`src/core/mfl_pkg.sv`:
```
// mfl_pkg: constants and types for the frame-limit and identification register bank.
// assumes a 32-bit AXI4-Lite master with a 12-bit byte address on the management clock.
package mfl_pkg;

    // bus geometry
    localparam int ADDR_W = 12;

    // register byte offsets
    localparam logic [11:0] RX_MAC_CFG_OFF = 12'h404;
    localparam logic [11:0] TX_MAC_CFG_OFF = 12'h408;
    localparam logic [11:0] RX_LIMIT_OFF   = 12'h414;
    localparam logic [11:0] TX_LIMIT_OFF   = 12'h418;
    localparam logic [11:0] REV_OFF        = 12'h4F8;
    localparam logic [11:0] CAP_OFF        = 12'h4FC;

    // field positions in the mac configuration words
    localparam int JUMBO_BIT = 30;
    localparam int TAG_BIT   = 27;

    // field positions in the frame limit words
    localparam int OVR_BIT = 16;
    localparam int LEN_W   = 15;

    // field positions in the revision word
    localparam int MAJOR_LSB = 24;
    localparam int MINOR_LSB = 16;
    localparam int PATCH_LSB = 0;

    // field positions in the capability word
    localparam int FILT_BIT = 10;
    localparam int HALF_BIT = 9;
    localparam int STAT_BIT = 8;
    localparam int GIG_BIT  = 2;
    localparam int FAST_BIT = 1;
    localparam int TEN_BIT  = 0;

    // standard frame lengths and reset value of the programmable lengths
    localparam logic [14:0] STD_LEN = 15'h05EE;
    localparam logic [14:0] TAG_LEN = 15'h05F2;
    localparam logic [14:0] LEN_RST = STD_LEN;

    // bus answers
    localparam logic [1:0] RESP_OKAY   = 2'h0;
    localparam logic [1:0] RESP_SLVERR = 2'h2;

    typedef struct packed {
        logic              awvalid;
        logic [ADDR_W-1:0] awaddr;
        logic              wvalid;
        logic [31:0]       wdata;
        logic [3:0]        wstrb;
        logic              bready;
        logic              arvalid;
        logic [ADDR_W-1:0] araddr;
        logic              rready;
    } mfl_axi_req_t;

    typedef struct packed {
        logic        awready;
        logic        wready;
        logic        bvalid;
        logic [1:0]  bresp;
        logic        arready;
        logic        rvalid;
        logic [31:0] rdata;
        logic [1:0]  rresp;
    } mfl_axi_rsp_t;

    typedef struct packed {
        logic             no_limit;
        logic [LEN_W-1:0] max_len;
    } mfl_limit_t;

    typedef struct packed {
        logic              aw_have;
        logic [ADDR_W-1:0] aw_addr;
        logic              w_have;
        logic [31:0]       w_data;
        logic [3:0]        w_strb;
        logic              bvalid;
        logic [1:0]        bresp;
        logic              rvalid;
        logic [31:0]       rdata;
        logic [1:0]        rresp;
        logic              rx_jumbo;
        logic              rx_tag;
        logic              tx_jumbo;
        logic              tx_tag;
        logic              rx_ovr;
        logic [LEN_W-1:0]  rx_len;
        logic              tx_ovr;
        logic [LEN_W-1:0]  tx_len;
        mfl_limit_t        rx_lim;
        mfl_limit_t        tx_lim;
    } mfl_state_t;

    localparam mfl_state_t STATE_RST = '{
        rx_len:  LEN_RST,
        tx_len:  LEN_RST,
        rx_lim:  '{no_limit: 1'b0, max_len: STD_LEN},
        tx_lim:  '{no_limit: 1'b0, max_len: STD_LEN},
        default: '0
    };

endpackage

```
`src/core/mfl_regs.sv`:
```
// mfl_regs: frame-limit configuration and identification registers of an ethernet mac.
// assumes one clock (aclk), a synchronous active-low reset and an AXI4-Lite master.
//
// Summary of operation
// - no override: rx limit 1518, tagged 1522
// - rx override: limit is programmed rx length
// - jumbo enable removes every length limit
// - rx length bits 14:0, rw, reset 1518
// - no override: tx limit 1518, tagged 1522
// - tx length bits 14:0, rw, reset 1518
// - revision word: major, minor, patch, read-only
// - patch reads 0 unpatched, 1 first patch
// - capabilities: filter 10, half 9, stats 8
// - capabilities: gigabit 2, fast 1, ten 0
// - jumbo enable is config bit 30
// - tag support is config bit 27
`timescale 1ns/1ps
module mfl_regs #(
    parameter logic [7:0] REV_MAJOR  = 8'h01, // arbitrary value
    parameter logic [7:0] REV_MINOR  = 8'h00, // arbitrary value
    parameter logic [7:0] REV_PATCH  = 8'h00, // arbitrary value
    parameter bit         HAS_FILTER = 1'b1,
    parameter bit         HAS_HALF   = 1'b1,
    parameter bit         HAS_STATS  = 1'b1,
    parameter bit         HAS_GIG    = 1'b1,
    parameter bit         HAS_FAST   = 1'b1,
    parameter bit         HAS_TEN    = 1'b1
) (
    // clock and reset
    input  wire logic                  aclk,
    input  wire logic                  aresetn,
    // register bus
    input  wire mfl_pkg::mfl_axi_req_t axi_req,
    output mfl_pkg::mfl_axi_rsp_t      axi_rsp,
    // limits applied by the frame datapath
    output mfl_pkg::mfl_limit_t        rx_limit,
    output mfl_pkg::mfl_limit_t        tx_limit
);
    import mfl_pkg::*;

    mfl_state_t  s_q;
    mfl_state_t  s_d;
    logic        aw_hs;
    logic        w_hs;
    logic        ar_hs;
    logic        wr_go;
    logic [31:0] wr_new;

    function automatic logic is_mapped(input logic [ADDR_W-1:0] a);
        return (a == RX_MAC_CFG_OFF) || (a == TX_MAC_CFG_OFF) || (a == RX_LIMIT_OFF) ||
               (a == TX_LIMIT_OFF) || (a == REV_OFF) || (a == CAP_OFF);
    endfunction

    // reserved and unmapped bits stay zero
    function automatic logic [31:0] rd_word(input logic [ADDR_W-1:0] a, input mfl_state_t s);
        logic [31:0] v;
        v = '0;
        case (a)
            RX_MAC_CFG_OFF: begin
                v[JUMBO_BIT] = s.rx_jumbo;
                v[TAG_BIT]   = s.rx_tag;
            end
            TX_MAC_CFG_OFF: begin
                v[JUMBO_BIT] = s.tx_jumbo;
                v[TAG_BIT]   = s.tx_tag;
            end
            RX_LIMIT_OFF: begin
                v[OVR_BIT]     = s.rx_ovr;
                v[LEN_W-1:0]   = s.rx_len;
            end
            TX_LIMIT_OFF: begin
                v[OVR_BIT]     = s.tx_ovr;
                v[LEN_W-1:0]   = s.tx_len;
            end
            REV_OFF: begin
                v[MAJOR_LSB +: 8] = REV_MAJOR;
                v[MINOR_LSB +: 8] = REV_MINOR;
                v[PATCH_LSB +: 8] = REV_PATCH;
            end
            CAP_OFF: begin
                v[FILT_BIT] = HAS_FILTER;
                v[HALF_BIT] = HAS_HALF;
                v[STAT_BIT] = HAS_STATS;
                v[GIG_BIT]  = HAS_GIG;
                v[FAST_BIT] = HAS_FAST;
                v[TEN_BIT]  = HAS_TEN;
            end
            default: v = '0;
        endcase
        return v;
    endfunction

    // byte lanes without a strobe keep their old contents
    function automatic logic [31:0] merge(input logic [31:0] old, input logic [31:0] nw,
                                          input logic [3:0] strb);
        logic [31:0] v;
        v = old;
        for (int i = 0; i < 4; i++) begin
            if (strb[i]) begin
                v[i*8 +: 8] = nw[i*8 +: 8];
            end
        end
        return v;
    endfunction

    function automatic mfl_limit_t pick_limit(input logic jumbo, input logic ovr,
                                              input logic tag, input logic [LEN_W-1:0] len);
        mfl_limit_t l;
        l.no_limit = jumbo;
        if (ovr) begin
            l.max_len = len;
        end else if (tag) begin
            l.max_len = TAG_LEN;
        end else begin
            l.max_len = STD_LEN;
        end
        return l;
    endfunction

    // a held write blocks new address and data until its answer is taken
    assign axi_rsp.awready = !s_q.aw_have && !s_q.bvalid;
    assign axi_rsp.wready  = !s_q.w_have && !s_q.bvalid;
    assign axi_rsp.arready = !s_q.rvalid;
    assign axi_rsp.bvalid  = s_q.bvalid;
    assign axi_rsp.bresp   = s_q.bresp;
    assign axi_rsp.rvalid  = s_q.rvalid;
    assign axi_rsp.rdata   = s_q.rdata;
    assign axi_rsp.rresp   = s_q.rresp;
    assign rx_limit        = s_q.rx_lim;
    assign tx_limit        = s_q.tx_lim;

    always_comb begin
        s_d    = s_q;
        aw_hs  = axi_req.awvalid && axi_rsp.awready;
        w_hs   = axi_req.wvalid && axi_rsp.wready;
        ar_hs  = axi_req.arvalid && axi_rsp.arready;
        wr_go  = s_q.aw_have && s_q.w_have && !s_q.bvalid;
        wr_new = merge(rd_word(s_q.aw_addr, s_q), s_q.w_data, s_q.w_strb);

        if (aw_hs) begin
            s_d.aw_have = 1'b1;
            s_d.aw_addr = {axi_req.awaddr[ADDR_W-1:2], 2'h0};
        end
        if (w_hs) begin
            s_d.w_have = 1'b1;
            s_d.w_data = axi_req.wdata;
            s_d.w_strb = axi_req.wstrb;
        end
        if (s_q.bvalid && axi_req.bready) begin
            s_d.bvalid = 1'b0;
        end

        // read-only and unmapped words take no write; reserved bits are dropped
        if (wr_go) begin
            s_d.aw_have = 1'b0;
            s_d.w_have  = 1'b0;
            s_d.bvalid  = 1'b1;
            s_d.bresp   = is_mapped(s_q.aw_addr) ? RESP_OKAY : RESP_SLVERR;
            case (s_q.aw_addr)
                RX_MAC_CFG_OFF: begin
                    s_d.rx_jumbo = wr_new[JUMBO_BIT];
                    s_d.rx_tag   = wr_new[TAG_BIT];
                end
                TX_MAC_CFG_OFF: begin
                    s_d.tx_jumbo = wr_new[JUMBO_BIT];
                    s_d.tx_tag   = wr_new[TAG_BIT];
                end
                RX_LIMIT_OFF: begin
                    s_d.rx_ovr = wr_new[OVR_BIT];
                    s_d.rx_len = wr_new[LEN_W-1:0];
                end
                TX_LIMIT_OFF: begin
                    s_d.tx_ovr = wr_new[OVR_BIT];
                    s_d.tx_len = wr_new[LEN_W-1:0];
                end
                default: s_d.bvalid = 1'b1;
            endcase
        end

        if (s_q.rvalid && axi_req.rready) begin
            s_d.rvalid = 1'b0;
        end
        if (ar_hs) begin
            s_d.rvalid = 1'b1;
            s_d.rdata  = rd_word({axi_req.araddr[ADDR_W-1:2], 2'h0}, s_q);
            s_d.rresp  = is_mapped({axi_req.araddr[ADDR_W-1:2], 2'h0}) ? RESP_OKAY : RESP_SLVERR;
        end

        // limits are registered so the datapath sees glitch-free values
        s_d.rx_lim = pick_limit(s_q.rx_jumbo, s_q.rx_ovr, s_q.rx_tag, s_q.rx_len);
        s_d.tx_lim = pick_limit(s_q.tx_jumbo, s_q.tx_ovr, s_q.tx_tag, s_q.tx_len);
    end

    always_ff @(posedge aclk) begin
        if (!aresetn) begin
            s_q <= STATE_RST;
        end else begin
            s_q <= s_d;
        end
    end
endmodule

```
`config.mk`:
```
export PLATFORM = sky130hd
export DESIGN_NAME = mfl_regs
export DESIGN_NICKNAME = d
export VERILOG_FILES = /design/src/core/mfl_pkg.sv /design/src/core/mfl_regs.sv
export SDC_FILE = /design/constraint.sdc
export NUM_CORES = 1
export LEC_CHECK = 0
export ABC_AREA = 1
export BUFFER_PORTS_ARGS = -buffer_cell sky130_fd_sc_hd__buf_4
export CAP_MARGIN = 20
export CORE_MARGIN = 2
export CORE_UTILIZATION = 54
export CTS_CLUSTER_DIAMETER = 100
export DETAILED_ROUTE_END_ITERATION = 10
export PLACE_DENSITY = 0.81
export SYNTH_ARGS = -nofsm -noshare
export SYNTH_HDL_FRONTEND = slang
export SYNTH_SLANG_ARGS = --single-unit
```
`constraint.sdc`:
```
create_clock -name aclk -period 1.7 [get_ports aclk]
set_input_delay 0.085 -clock aclk [delete_from_list [all_inputs] [get_ports aclk]]
set_output_delay 0.085 -clock aclk [all_outputs]
set_load 0.03 [all_outputs]
```
# Word level (Yosys, flattened, before mapping)
# Index checks and enable logic that the tools add are counted.
[word_totals] romBits=0 input_bits=67 output_inout_bits=73 n_memories=0 word_cells=95 latchBits=0 mem_bits_rw=0 regBits=149
[op_classes] eq_ne=12 n_lt_le_gt_ge=0 muxes=30 bitwise_logic=1 multipliers=0 shifts=0 reduce_logical=30 n_div=0 add_sub_neg=0
[ops] op="10-bit by 9-bit equality test with 1-bit output, second input constant" count=12
[ops] op="35-bit two-way mux" count=1
[ops] op="15-bit two-way mux" count=2
[ops] op="8-bit two-way mux" count=3
[ops] op="3-bit one-hot mux with 3 select lines" count=2
[ops] op="5-bit two-way mux" count=3
[ops] op="7-bit two-way mux" count=2
[ops] op="1-bit logical OR" count=10
[ops] op="5-bit one-hot mux with 2 select lines" count=1
[ops] op="1-bit logical AND" count=9
[ops] op="3-bit two-way mux" count=3
[ops] op="4-bit one-hot mux with 2 select lines" count=1
[ops] op="2-bit AND reduction" count=4
[ops] op="1-bit two-way mux" count=6
[ops] op="1-bit one-hot mux with 2 select lines" count=3
[ops] op="1-bit logical NOT" count=4
[ops] op="2-bit two-way mux" count=2
[ops] op="4-bit two-way mux" count=1
[ops] op="2-bit nonzero test" count=2
[ops] op="2-bit OR reduction" count=1
[ops] op="1-bit NOT" count=1

# Depth between registers and ports, before layout
# Gate-level depths: netlist of the first run.
[logic_depth] ltp_word=8 depth_mapped=10 ltp_nobuf=10

# Worst setup path before layout of the first run
# Ideal clock, no wire load.
[synth_timing] path_kind="reg-to-reg" startpoint="register s_q, in the netlist axi_rsp[38]" endpoint="register s_q[112] (netlist bit)" path_stages_with_launch=6 t_arrival_ps=1467 setup_ps=128 path_buffers=1 required_ps=1572 slack_ps=104 cell_sequence="dfxtp_1 nor2_1 nand2_1 clkbuf_1 o21ai_0 a21oi_1"
[synth_lines] item="start: declaration" line="mfl_regs.sv:41" rtl="mfl_state_t s_q;"
[synth_lines] item="start signal: assignment" line="mfl_regs.sv:196" rtl="s_q <= STATE_RST;"
[synth_lines] item="start signal: assignment" line="mfl_regs.sv:198" rtl="s_q <= s_d;"

# Worst setup path in the final report of the first run
[layout_timing] startpoint="register s_q, in the netlist axi_rsp[38]" endpoint="register s_q[109] (netlist bit)"
[layout_via] elab_chain_cells=3
[layout_rtl] item="1-bit logical NOT" line="mfl_regs.sv:122" rtl="assign axi_rsp.wready = !s_q.w_have && !s_q.bvalid;"
[layout_rtl] item="1-bit logical AND" line="mfl_regs.sv:122"
[layout_rtl] item="1-bit logical AND" line="mfl_regs.sv:135" rtl="w_hs = axi_req.wvalid && axi_rsp.wready;"
# No other way between the ends.
# A chain may end at the register's enable or synchronous reset.

==> run metrics, run 1 <==
gr ovfl total 0; Die Wd 107 um; crit-path cells nor2_2, nand2_2, o21ai_0, a21oi_1, dlygate4sd3_1; CTS Buf Count 17; Tmin final 1600 ps; die area 11,500 um^2; TritonCTS clock tree built; Filler Cell Count 769; status completed; Slew Viols, Final 0; Startpoint Class register; hold_sp axi_req[3]; total wire length 14,500 um; worst path bufs/invs 1; placed cell areas 6250 um^2; total of max-cap violations 0; worst clock skew 7.78 ps; max incr delay on CP 550 ps; CTS sink cnt 125; CP required 2120 ps; #FFs+latches synth 125; Clock transition at path regs 60 ps; hold_ws 18.1 ps; Setup crit start axi_rsp[38]; total track usage 25.4%; Root Buffer clkbuf_8; share of layout cells above drive strength 1 20.4%; final net count 968; maximum root-to-sink buffer count 2; port buffer count 106; Vias/cell 5.07; post-route cell area 7320 um^2; period utilization 94.4%; Layout area overhead 27.1%; post-route ant nets 0; vias 5,320; Starting DRT DRC Count 427; Cell Pwr Density 1070 nW/um^2; CORE AREA 10,300 um^2; setup_tns 0 ps; row count 37; H-tree depth 4; worst min-delay path category in2reg; Worst-Margin Slew 509 ps; Initial Util 55.8%; Critical Path AT 2030 ps; placed cells 977; Final setup viols 0; Avg Cell Area, Syn 7.18 um^2; initial antenna violation count 0; Final Non-Filler Cells 1,050; DP Wirelength 8990 um; Worst R2R Start axi_rsp[38]; Post-Place Setup Slack 178 ps; FMAX 623 MHz; worst vdd ir 0.000635 V; Max-slew headroom 66.0%; Synth cell types 31; io pins 140; slowest library cell on the worst path dlygate4sd3_1; post-synthesis sequential area ratio 43.4%; setup slack after layout 95.4 ps; die height 107 um; Worst-Skew Late Latency 530 ps; Worst path top cell family by delay buffers and inverters; Worst setup EP type register; drt pass-1 iters 6; gpl congestion 0.923; WL/cell 13.8 um; synth warn 0; post-synthesis cell area 5760 um^2; Mapped Cells 803; drc violations 0; vias in the first global route 4,934; P_leak 3.45 nW; crit path max fanout 7; endpoints failing hold 0; first-pass GRT wire length 23,000 um; # diodes 0; largest net degree at the start of global routing 59; Setup CP Type reg2reg
where the power goes:
part	internal [mW]	total, mW	switching [mW]	leakage, nW
clock network	2.51	3.88	1.37	0.305
registers	3.04	3.11	0.0654	1.02
logic	0.322	0.817	0.495	2.13
worst paths after layout:
| kind | endpoint | slack, ps | depth (start not counted) |
|---|---|---|---|
| worst min-delay path | axi_rsp[1] | 20 | 6 |
| worst max register to register | s_q[109] | 100 | 5 |
| worst min register to register | tx_limit[15] | 430 | 2 |
| worst max-delay path | s_q[109] | 100 | 5 |
routing by layer:
| layer | track usage, % | part of all wire (%) |
|---|---|---|
| met3 | 5.27 | 7.5 |
| met5 | 0 | 0 |
| met1 | 31.8 | 42 |
| met2 | 42.5 | 48 |
| met4 | 10.9 | 2.6 |
what timing repair did:
action	CTS	global route
hold buffers	39	0
buffers inserted	0	2
resized for setup	0	10
endpoints found under the hold margin	37	0
setup endpoints to repair	0	23
metrics by stage:
stage / power [mW] / utilization (%)
floorplan: 3.67 / -
global placement: 3.85 / 60.5
detailed placement: 3.87 / 60.5
CTS: 7.76 / 70.5
global route: 8.04 / 70.9
finish: 7.81 / 70.9
tightest hold or removal path, cell delays in order:
cell and delay [ps]:
buf_4 90, nand3_1 60, nor2_1 100, nor2_1 50
nand2_1 60, a21oi_1 50
synthesized netlist by cell type:
library cell	number	share of area, %
nand3_1	75	6.5
clkbuf_1	15	0.98
buf_8	1	0.26
o21a_1	1	0.13
dfxtp_1	125	43
conb_1	1	0.065
nor3_1	3	0.26
buf_2	3	0.26
buf_6	4	0.78
nor2_8	1	0.35
o21ai_0	72	6.3
buf_4	71	9.2
inv_2	4	0.26
nand3_2	1	0.17
nor2_1	101	6.6
or2_2	6	0.65
nand2_4	2	0.39
o211a_1	1	0.17
nor3_4	1	0.28
a21oi_2	2	0.30
a21oi_1	64	5.6
nand2_1	135	8.8
nor2_2	1	0.11
clkinv_1	2	0.13
buf_1	4	0.26
a41oi_1	1	0.15
nor2_4	2	0.39
inv_1	100	6.5
nand4_4	1	0.37
clkinv_4	2	0.30
o21ai_1	1	0.087
registers in the layout (all words and copies together), names as in the netlist:
register	flops
axi_rsp	23
rx_limit	16
s_d	2
s_q	68
tx_limit	16
cells in the final DEF (no fill, tap or decap), drive strengths merged, types with 20 or more instances in the layout:
cell type	Yosys	final
inv	104	106
nand3	76	76
o21ai	73	73
buf	83	124
a21oi	66	66
nand2	137	137
dfxtp	125	125
clkbuf	15	20
dlygate4sd3	0	39
nor2	105	105
cell families (layout without fill, tap and decap cells):
kind of cell | after synthesis | count (layout) | synth area share (%)
and+or+nand+nor | 329 | 329 | 24.9
buffers and inverters | 206 | 303 | 19.0
AOI/OAI and AO/OA | 142 | 142 | 12.7
DFF | 125 | 125 | 43.4
other | 1 | 15 | 0.0651
final cells by class:
type / instances / area [um^2] / area share (%)
sequential: 125 / 2500 / 34.2
multi-input combinational: 486 / 2250 / 30.7
timing repair buffer: 163 / 1350 / 18.4
clock buffer: 20 / 455 / 6.22
inverter: 108 / 419 / 5.72
clock inverter: 12 / 183 / 2.49
tap: 136 / 170 / 2.32
Power figures use the tool's default switching activity.
==> inputs of run 2 (changes only) <==
--- a/config.mk
+++ b/config.mk
@@ -5,7 +5,6 @@
 export SDC_FILE = /design/constraint.sdc
 export NUM_CORES = 1
 export LEC_CHECK = 0
-export ABC_AREA = 1
 export BUFFER_PORTS_ARGS = -buffer_cell sky130_fd_sc_hd__buf_4
 export CAP_MARGIN = 20
 export CORE_MARGIN = 2
==> run metrics, run 2 <==
# diodes 0 (unchanged); drc violations 0 (unchanged); total track usage 26.9% (+1.4 points); die height 107 um (-0.27%); #FFs+latches synth 125 (unchanged); period utilization 101% (+7.0 points); WL/cell 17.5 um (+27%); Synth top area share 43.7% (+0.25 points); Post-Place Setup Slack -28.2 ps (-207 ps); Setup CP Type reg2reg; Worst-Margin Slew 542 ps (+32.4 ps); commonest non-fill, non-tap cell in the layout buf_4; post-route ant nets 0 (unchanged); commonest cells in the netlist dfxtp_1 (125), nand2_1 (88), buf_4 (71); Slew Viols, Final 0 (unchanged); worst clock skew 9.52 ps (+1.74 ps); status complete, but fails checks; Starting DRT DRC Count 575 (+35%); async set or reset register ratio after synthesis 0% (unchanged); Layout area overhead 29.9%; Vias/cell 5.80 (+14%); setup slack after layout -23.7 ps (-119 ps); crit-path cells nor4b_4, buf_4, buf_6, a31oi_1, a211oi_4, o311ai_2; post-route cell area 7440 um^2 (+1.6%); gr ovfl total 0 (unchanged); max reg flops 68 (unchanged); Worst path top cell family by delay compound AO/OA/AOI/OAI gates; most frequent cells in the layout buf_4 (135), dfxtp_1 (121), nand2_1 (88); Synth cell types 53 (+71%); setup_tns -34.3 ps (-34.3 ps); CTS Buf Count 17 (unchanged); DP Wirelength 10,000 um (+11%); crit path max fanout 6 (-1); max incr delay on CP 370 ps (-180 ps); final net count 824 (-15%); share of layout cells above drive strength 1 28.2% (+7.8 points); CP required 2090 ps (-30 ps); TritonCTS clock tree built; Root Buffer clkbuf_8; Max-slew headroom 63.4% (-2.6 points); vias 5,252 (-1.3%); most flop-heavy register s_q; first-pass GRT wire length 24,200 um (+5.4%); total wire length 15,900 um (+9.7%); total of max-cap violations 0 (unchanged); post-synthesis cell area 5730 um^2 (-0.56%); Die Wd 107 um (-0.27%); post-synthesis sequential area ratio 43.7% (+0.25 points); top cells by area, synth dfxtp_1 (44%), buf_4 (9.3%), nand2_1 (5.8%); Final setup viols 2 (+2); io pins 140 (unchanged); Post-synth EDFFs 0 (unchanged); FMAX 580 MHz (-6.9%); drt pass-1 iters 5 (-1); worst vdd ir 0.000602 V (-5.1%); endpoints failing hold 0 (unchanged); port buffer count 106 (unchanged); placed cell areas 6330 um^2 (+1.3%); failing checks negative setup slack; Worst-Skew Late Latency 520 ps (about the same); synth warn 0 (unchanged); worst path bufs/invs 2 (+1); H-tree depth 4 (unchanged); Tmin final 1720 ps (+119 ps); Cell Pwr Density 963 nW/um^2 (-9.7%); Main synth FF type dfxtp_1; CTS sink cnt 125 (unchanged); initial antenna violation count 0 (unchanged); most frequent cell after synthesis dfxtp_1; worst min-delay path category in2reg; P_leak 2.95 nW (-15%); CORE AREA 10,300 um^2 (unchanged); maximum root-to-sink buffer count 2 (unchanged); Critical Path AT 2110 ps (+80 ps); Mapped Cells 660 (-18%); Worst setup EP type register; gpl congestion 0.870 (-5.8%); largest area contributor in the netlist dfxtp_1; Startpoint Class register; final core utilization 72.1% (+1.2 points); Initial Util 55.5% (-0.32 points); largest net degree at the start of global routing 48 (-19%); vias in the first global route 5,038 (+2.1%); slowest library cell on the worst path dfxtp_4; row count 37 (unchanged); die area 11,500 um^2 (-0.54%); Clock transition at path regs 70 ps (about the same); unrepaired setup endpoints after global routing true; Avg Cell Area, Syn 8.68 um^2 (+21%)
[run 2: cell count changes after synthesis, moves of 14 or more]
cell,before,now
a21boi_0,0,37
a21oi_1,64,8
a22oi_1,0,18
a31oi_1,0,14
clkbuf_1,15,34
inv_1,100,24
nand2_1,135,88
nand3_1,75,8
nor2_1,101,19
o211ai_1,0,21
o21ai_0,72,49
o311ai_1,0,14
o31ai_1,0,17
[run 2: final cells by class]
cell class	count	area, um^2
clock buffers	17	414
well taps	136	170
flip-flops and latches	125	2510
repair buffers	179	1490
clock inverters	15	139
inverters	24	90.1
fillers	729	2880
multi-input cells	410	2630
[run 2: worst reg2reg max path, stage by stage, from the launching register on]
cell      delay [ps]
dfxtp_4          370
nor4b_4          260
buf_4            190
buf_6            140
a31oi_1          180
a211oi_4         310
o311ai_2         140
[run 2: through the flow]
step,hold slack [ps],instances,total power [mW]
detailed placement,333,835,3.75
CTS,14.4,904,7.14
global placement,326,835,3.73
floorplan,223,674,3.54
global route,44.6,906,7.39
finish,25.9,906,7.17
[run 2: path summary, 6_finish.rpt]
path | from | to | slack [ps] | cells after the start
setup / recovery | s_q[149] | s_q[42] | -20 | 6
setup reg to reg | s_q[149] | s_q[42] | -20 | 6
hold / removal | axi_req[6] | axi_rsp[26] | 30 | 5
hold reg to reg | s_q[122] | s_q[122] | 460 | 2
[run 2: logic make-up after synthesis]
logic type / after synthesis / share of synthesized area [%]
compound gates: 202 / 24.2
mux: 5 / 0.873
buf+inv: 139 / 14.1
simple gates: 188 / 17.1
flops: 125 / 43.7
other cells: 1 / 0.0654
[run 2: repair_timing]
| item | in CTS | in global routing |
|---|---|---|
| resized for setup | 12 | 27 |
| buffers inserted | 0 | 1 |
| hold buffers | 37 | 0 |
| pin swaps | 2 | 6 |
| hold endpoints to repair | 35 | 0 |
| setup endpoints to repair | 12 | 37 |
| gates cloned | 0 | 2 |
[run 2: metal layers]
metal	GRT usage (%)	routed length, um	vias up
met5	0	0	-
met3	6.69	1370	47
met2	44.7	7700	319
met4	10.1	366	0
li1	-	-	2433
met1	33.6	6440	2453
[run 2: report_power, final]
group	internal [mW]	switching [mW]
clock network	1.95	1.41
logic	0.313	0.433
registers	3.00	0.0559
==> inputs of run 3 (changes only) <==
--- a/config.mk
+++ b/config.mk
@@ -15,3 +15,4 @@
 export SYNTH_ARGS = -nofsm -noshare
 export SYNTH_HDL_FRONTEND = slang
 export SYNTH_SLANG_ARGS = --single-unit
+export TNS_END_PERCENT = 5
==> run metrics, run 3 (synthesis gave the netlist of run 2 again) <==
gr ovfl total 0 (unchanged); P_leak 2.93 nW (-0.49%); # diodes 0 (unchanged); R2R setup slack -9 ps (about the same); worst vdd ir 0.000599 V (-0.48%); maximum root-to-sink buffer count 2 (unchanged); R2R cell count 5 (-1); most frequent cells in the layout buf_4 (135), dfxtp_1 (124), nand2_1 (88); Startpoint Class register; DP Wirelength 10,000 um (unchanged); row count 37 (unchanged); Die Wd 107 um (unchanged); FMAX 585 MHz (+0.85%); max incr delay on CP 400 ps (+30 ps); status complete, but fails checks; unrepaired setup endpoints after global routing true; Endpoint, Worst Hold rx_limit[15]; total of max-cap violations 0 (unchanged); setup_tns -9.06 ps (+25.3 ps); Tmin final 1710 ps (-14.6 ps); vias in the first global route 4,999 (-0.77%); largest net degree at the start of global routing 48 (unchanged); failing checks negative setup slack; GRT busiest layer met2; CTS sink cnt 125 (unchanged); Slew Viols, Final 0 (unchanged); drt pass-1 iters 5 (unchanged); crit path max fanout 16 (+10); Max-slew headroom 63.0% (-0.39 points); CTS Buf Count 17 (unchanged); final net count 822 (-0.24%); slowest library cell on the worst path nor4b_4; Root Buffer clkbuf_8; worst clock skew 13.5 ps (+4.01 ps); drc violations 0 (unchanged); Hold Path Stages 3 (-2); Worst R2R Start s_q[149]; total wire length 15,300 um (-3.9%); Vias/cell 5.68 (-2.0%); total track usage 26.6% (-0.27 points); port buffer count 106 (unchanged); Starting DRT DRC Count 377 (-34%); TritonCTS clock tree built; initial antenna violation count 0 (unchanged); hold_ws 27.9 ps (+1.98 ps); Cell Pwr Density 970 nW/um^2 (+0.72%); Critical Path AT 2120 ps (about the same); Worst setup EP type register; CP required 2110 ps (+20 ps); WL/cell 16.9 um (-3.7%); Initial Util 55.5% (unchanged); worst reg2reg path endpoint s_q[33]; Power Total 7.15 mW (-0.25%); max reg flops 68 (unchanged); Clock transition at path regs 70 ps (about the same); setup slack after layout -9.06 ps (+14.6 ps); first-pass GRT wire length 24,100 um (-0.49%); period utilization 101% (-0.86 points); die area 11,500 um^2 (unchanged); post-route ant nets 0 (unchanged); CORE AREA 10,300 um^2 (unchanged); share of layout cells above drive strength 1 27.3% (-0.84 points); die height 107 um (unchanged); worst min-delay path category in2reg; most flop-heavy register s_q; hold_sp aresetn; vias 5,136 (-2.2%); Setup CP Type reg2reg; Final setup viols 1 (-1); endpoints failing hold 0 (unchanged); Worst-Skew Late Latency 530 ps (about the same); H-tree depth 4 (unchanged); Worst-Margin Slew 548 ps (+5.73 ps); io pins 140 (unchanged); crit-path cells nor4b_4, and3_4, buf_12, a211oi_2, o311ai_1; met3 usage 7.23% (+0.55 points); Layout area overhead 28.6%; met1 usage 33.7% (+0.11 points); met2 GRT Util 44.1% (-0.64 points); gpl congestion 0.870 (unchanged); commonest non-fill, non-tap cell in the layout buf_4
run 3: changes by cell type in the layout (fill, tap and decap cells not counted), sizes merged:
cell	previous run	this run
buf	141	140
clkbuf	18	17
run 3: what timing repair did:
action,4_1_cts,5_1_grt
hold endpoints to repair,35,0
setup endpoints to repair,12,38
setup buffers,0,0
hold buffers,37,0
gates resized for setup,7,17
pin swaps,2,7
run 3: how the worst max path moves through the flow:
| stage | startpoint | end | slack (ps) | depth (start not counted) |
|---|---|---|---|---|
| after floorplan | s_q[146] | s_q[47] | 60 | 6 |
| after global placement | s_q[151] | s_q[64] | 40 | 6 |
| after detailed placement | s_q[149] | s_q[37] | -30 | 5 |
| after CTS | s_q[151] | s_q[37] | -30 | 6 |
| after global routing | s_q[152] | s_q[63] | -60 | 6 |
| final | s_q[149] | s_q[33] | -9 | 5 |
run 3: power breakdown:
group          total (mW)  leakage, nW  internal (mW)  switching [mW]
Clock                3.36        0.258           1.95            1.41
Sequential           3.06         1.02           3.00          0.0563
Combinational       0.732         1.66          0.308           0.424
run 3: cell type report:
class	instances	area, um^2
multi-input cells	410	2590
fillers	742	2950
clock inverters	15	139
repair buffers	177	1470
clock buffers	17	414
inverters	24	90.1
well taps	136	170
flip-flops and latches	125	2510
run 3: critical path: cells and delay by family, from the launching register on:
| family | cells | cell delay (ps) |
|---|---|---|
| compound gates | 2 | 400 |
| flops | 1 | 370 |
| buf+inv | 1 | 160 |
| simple gates | 2 | 660 |
run 3: stage by stage:
stage                     setup slack (ps)  cell area [um^2]  util [%]  std cells
after floorplan                       57.1              5780         -        674
after global placement                44.7              6330      61.3        835
after detailed placement             -28.2              6330      61.3        835
after CTS                            -26.9              7290      70.6        904
after global routing                 -58.0              7370      71.4        904
final                                -9.06              7370      71.4        904
run 3: routing by layer:
layer	up-vias	wire, um
li1	2429	-
met2	253	7410
met4	0	224
met1	2424	6390
met3	30	1230
met5	-	0
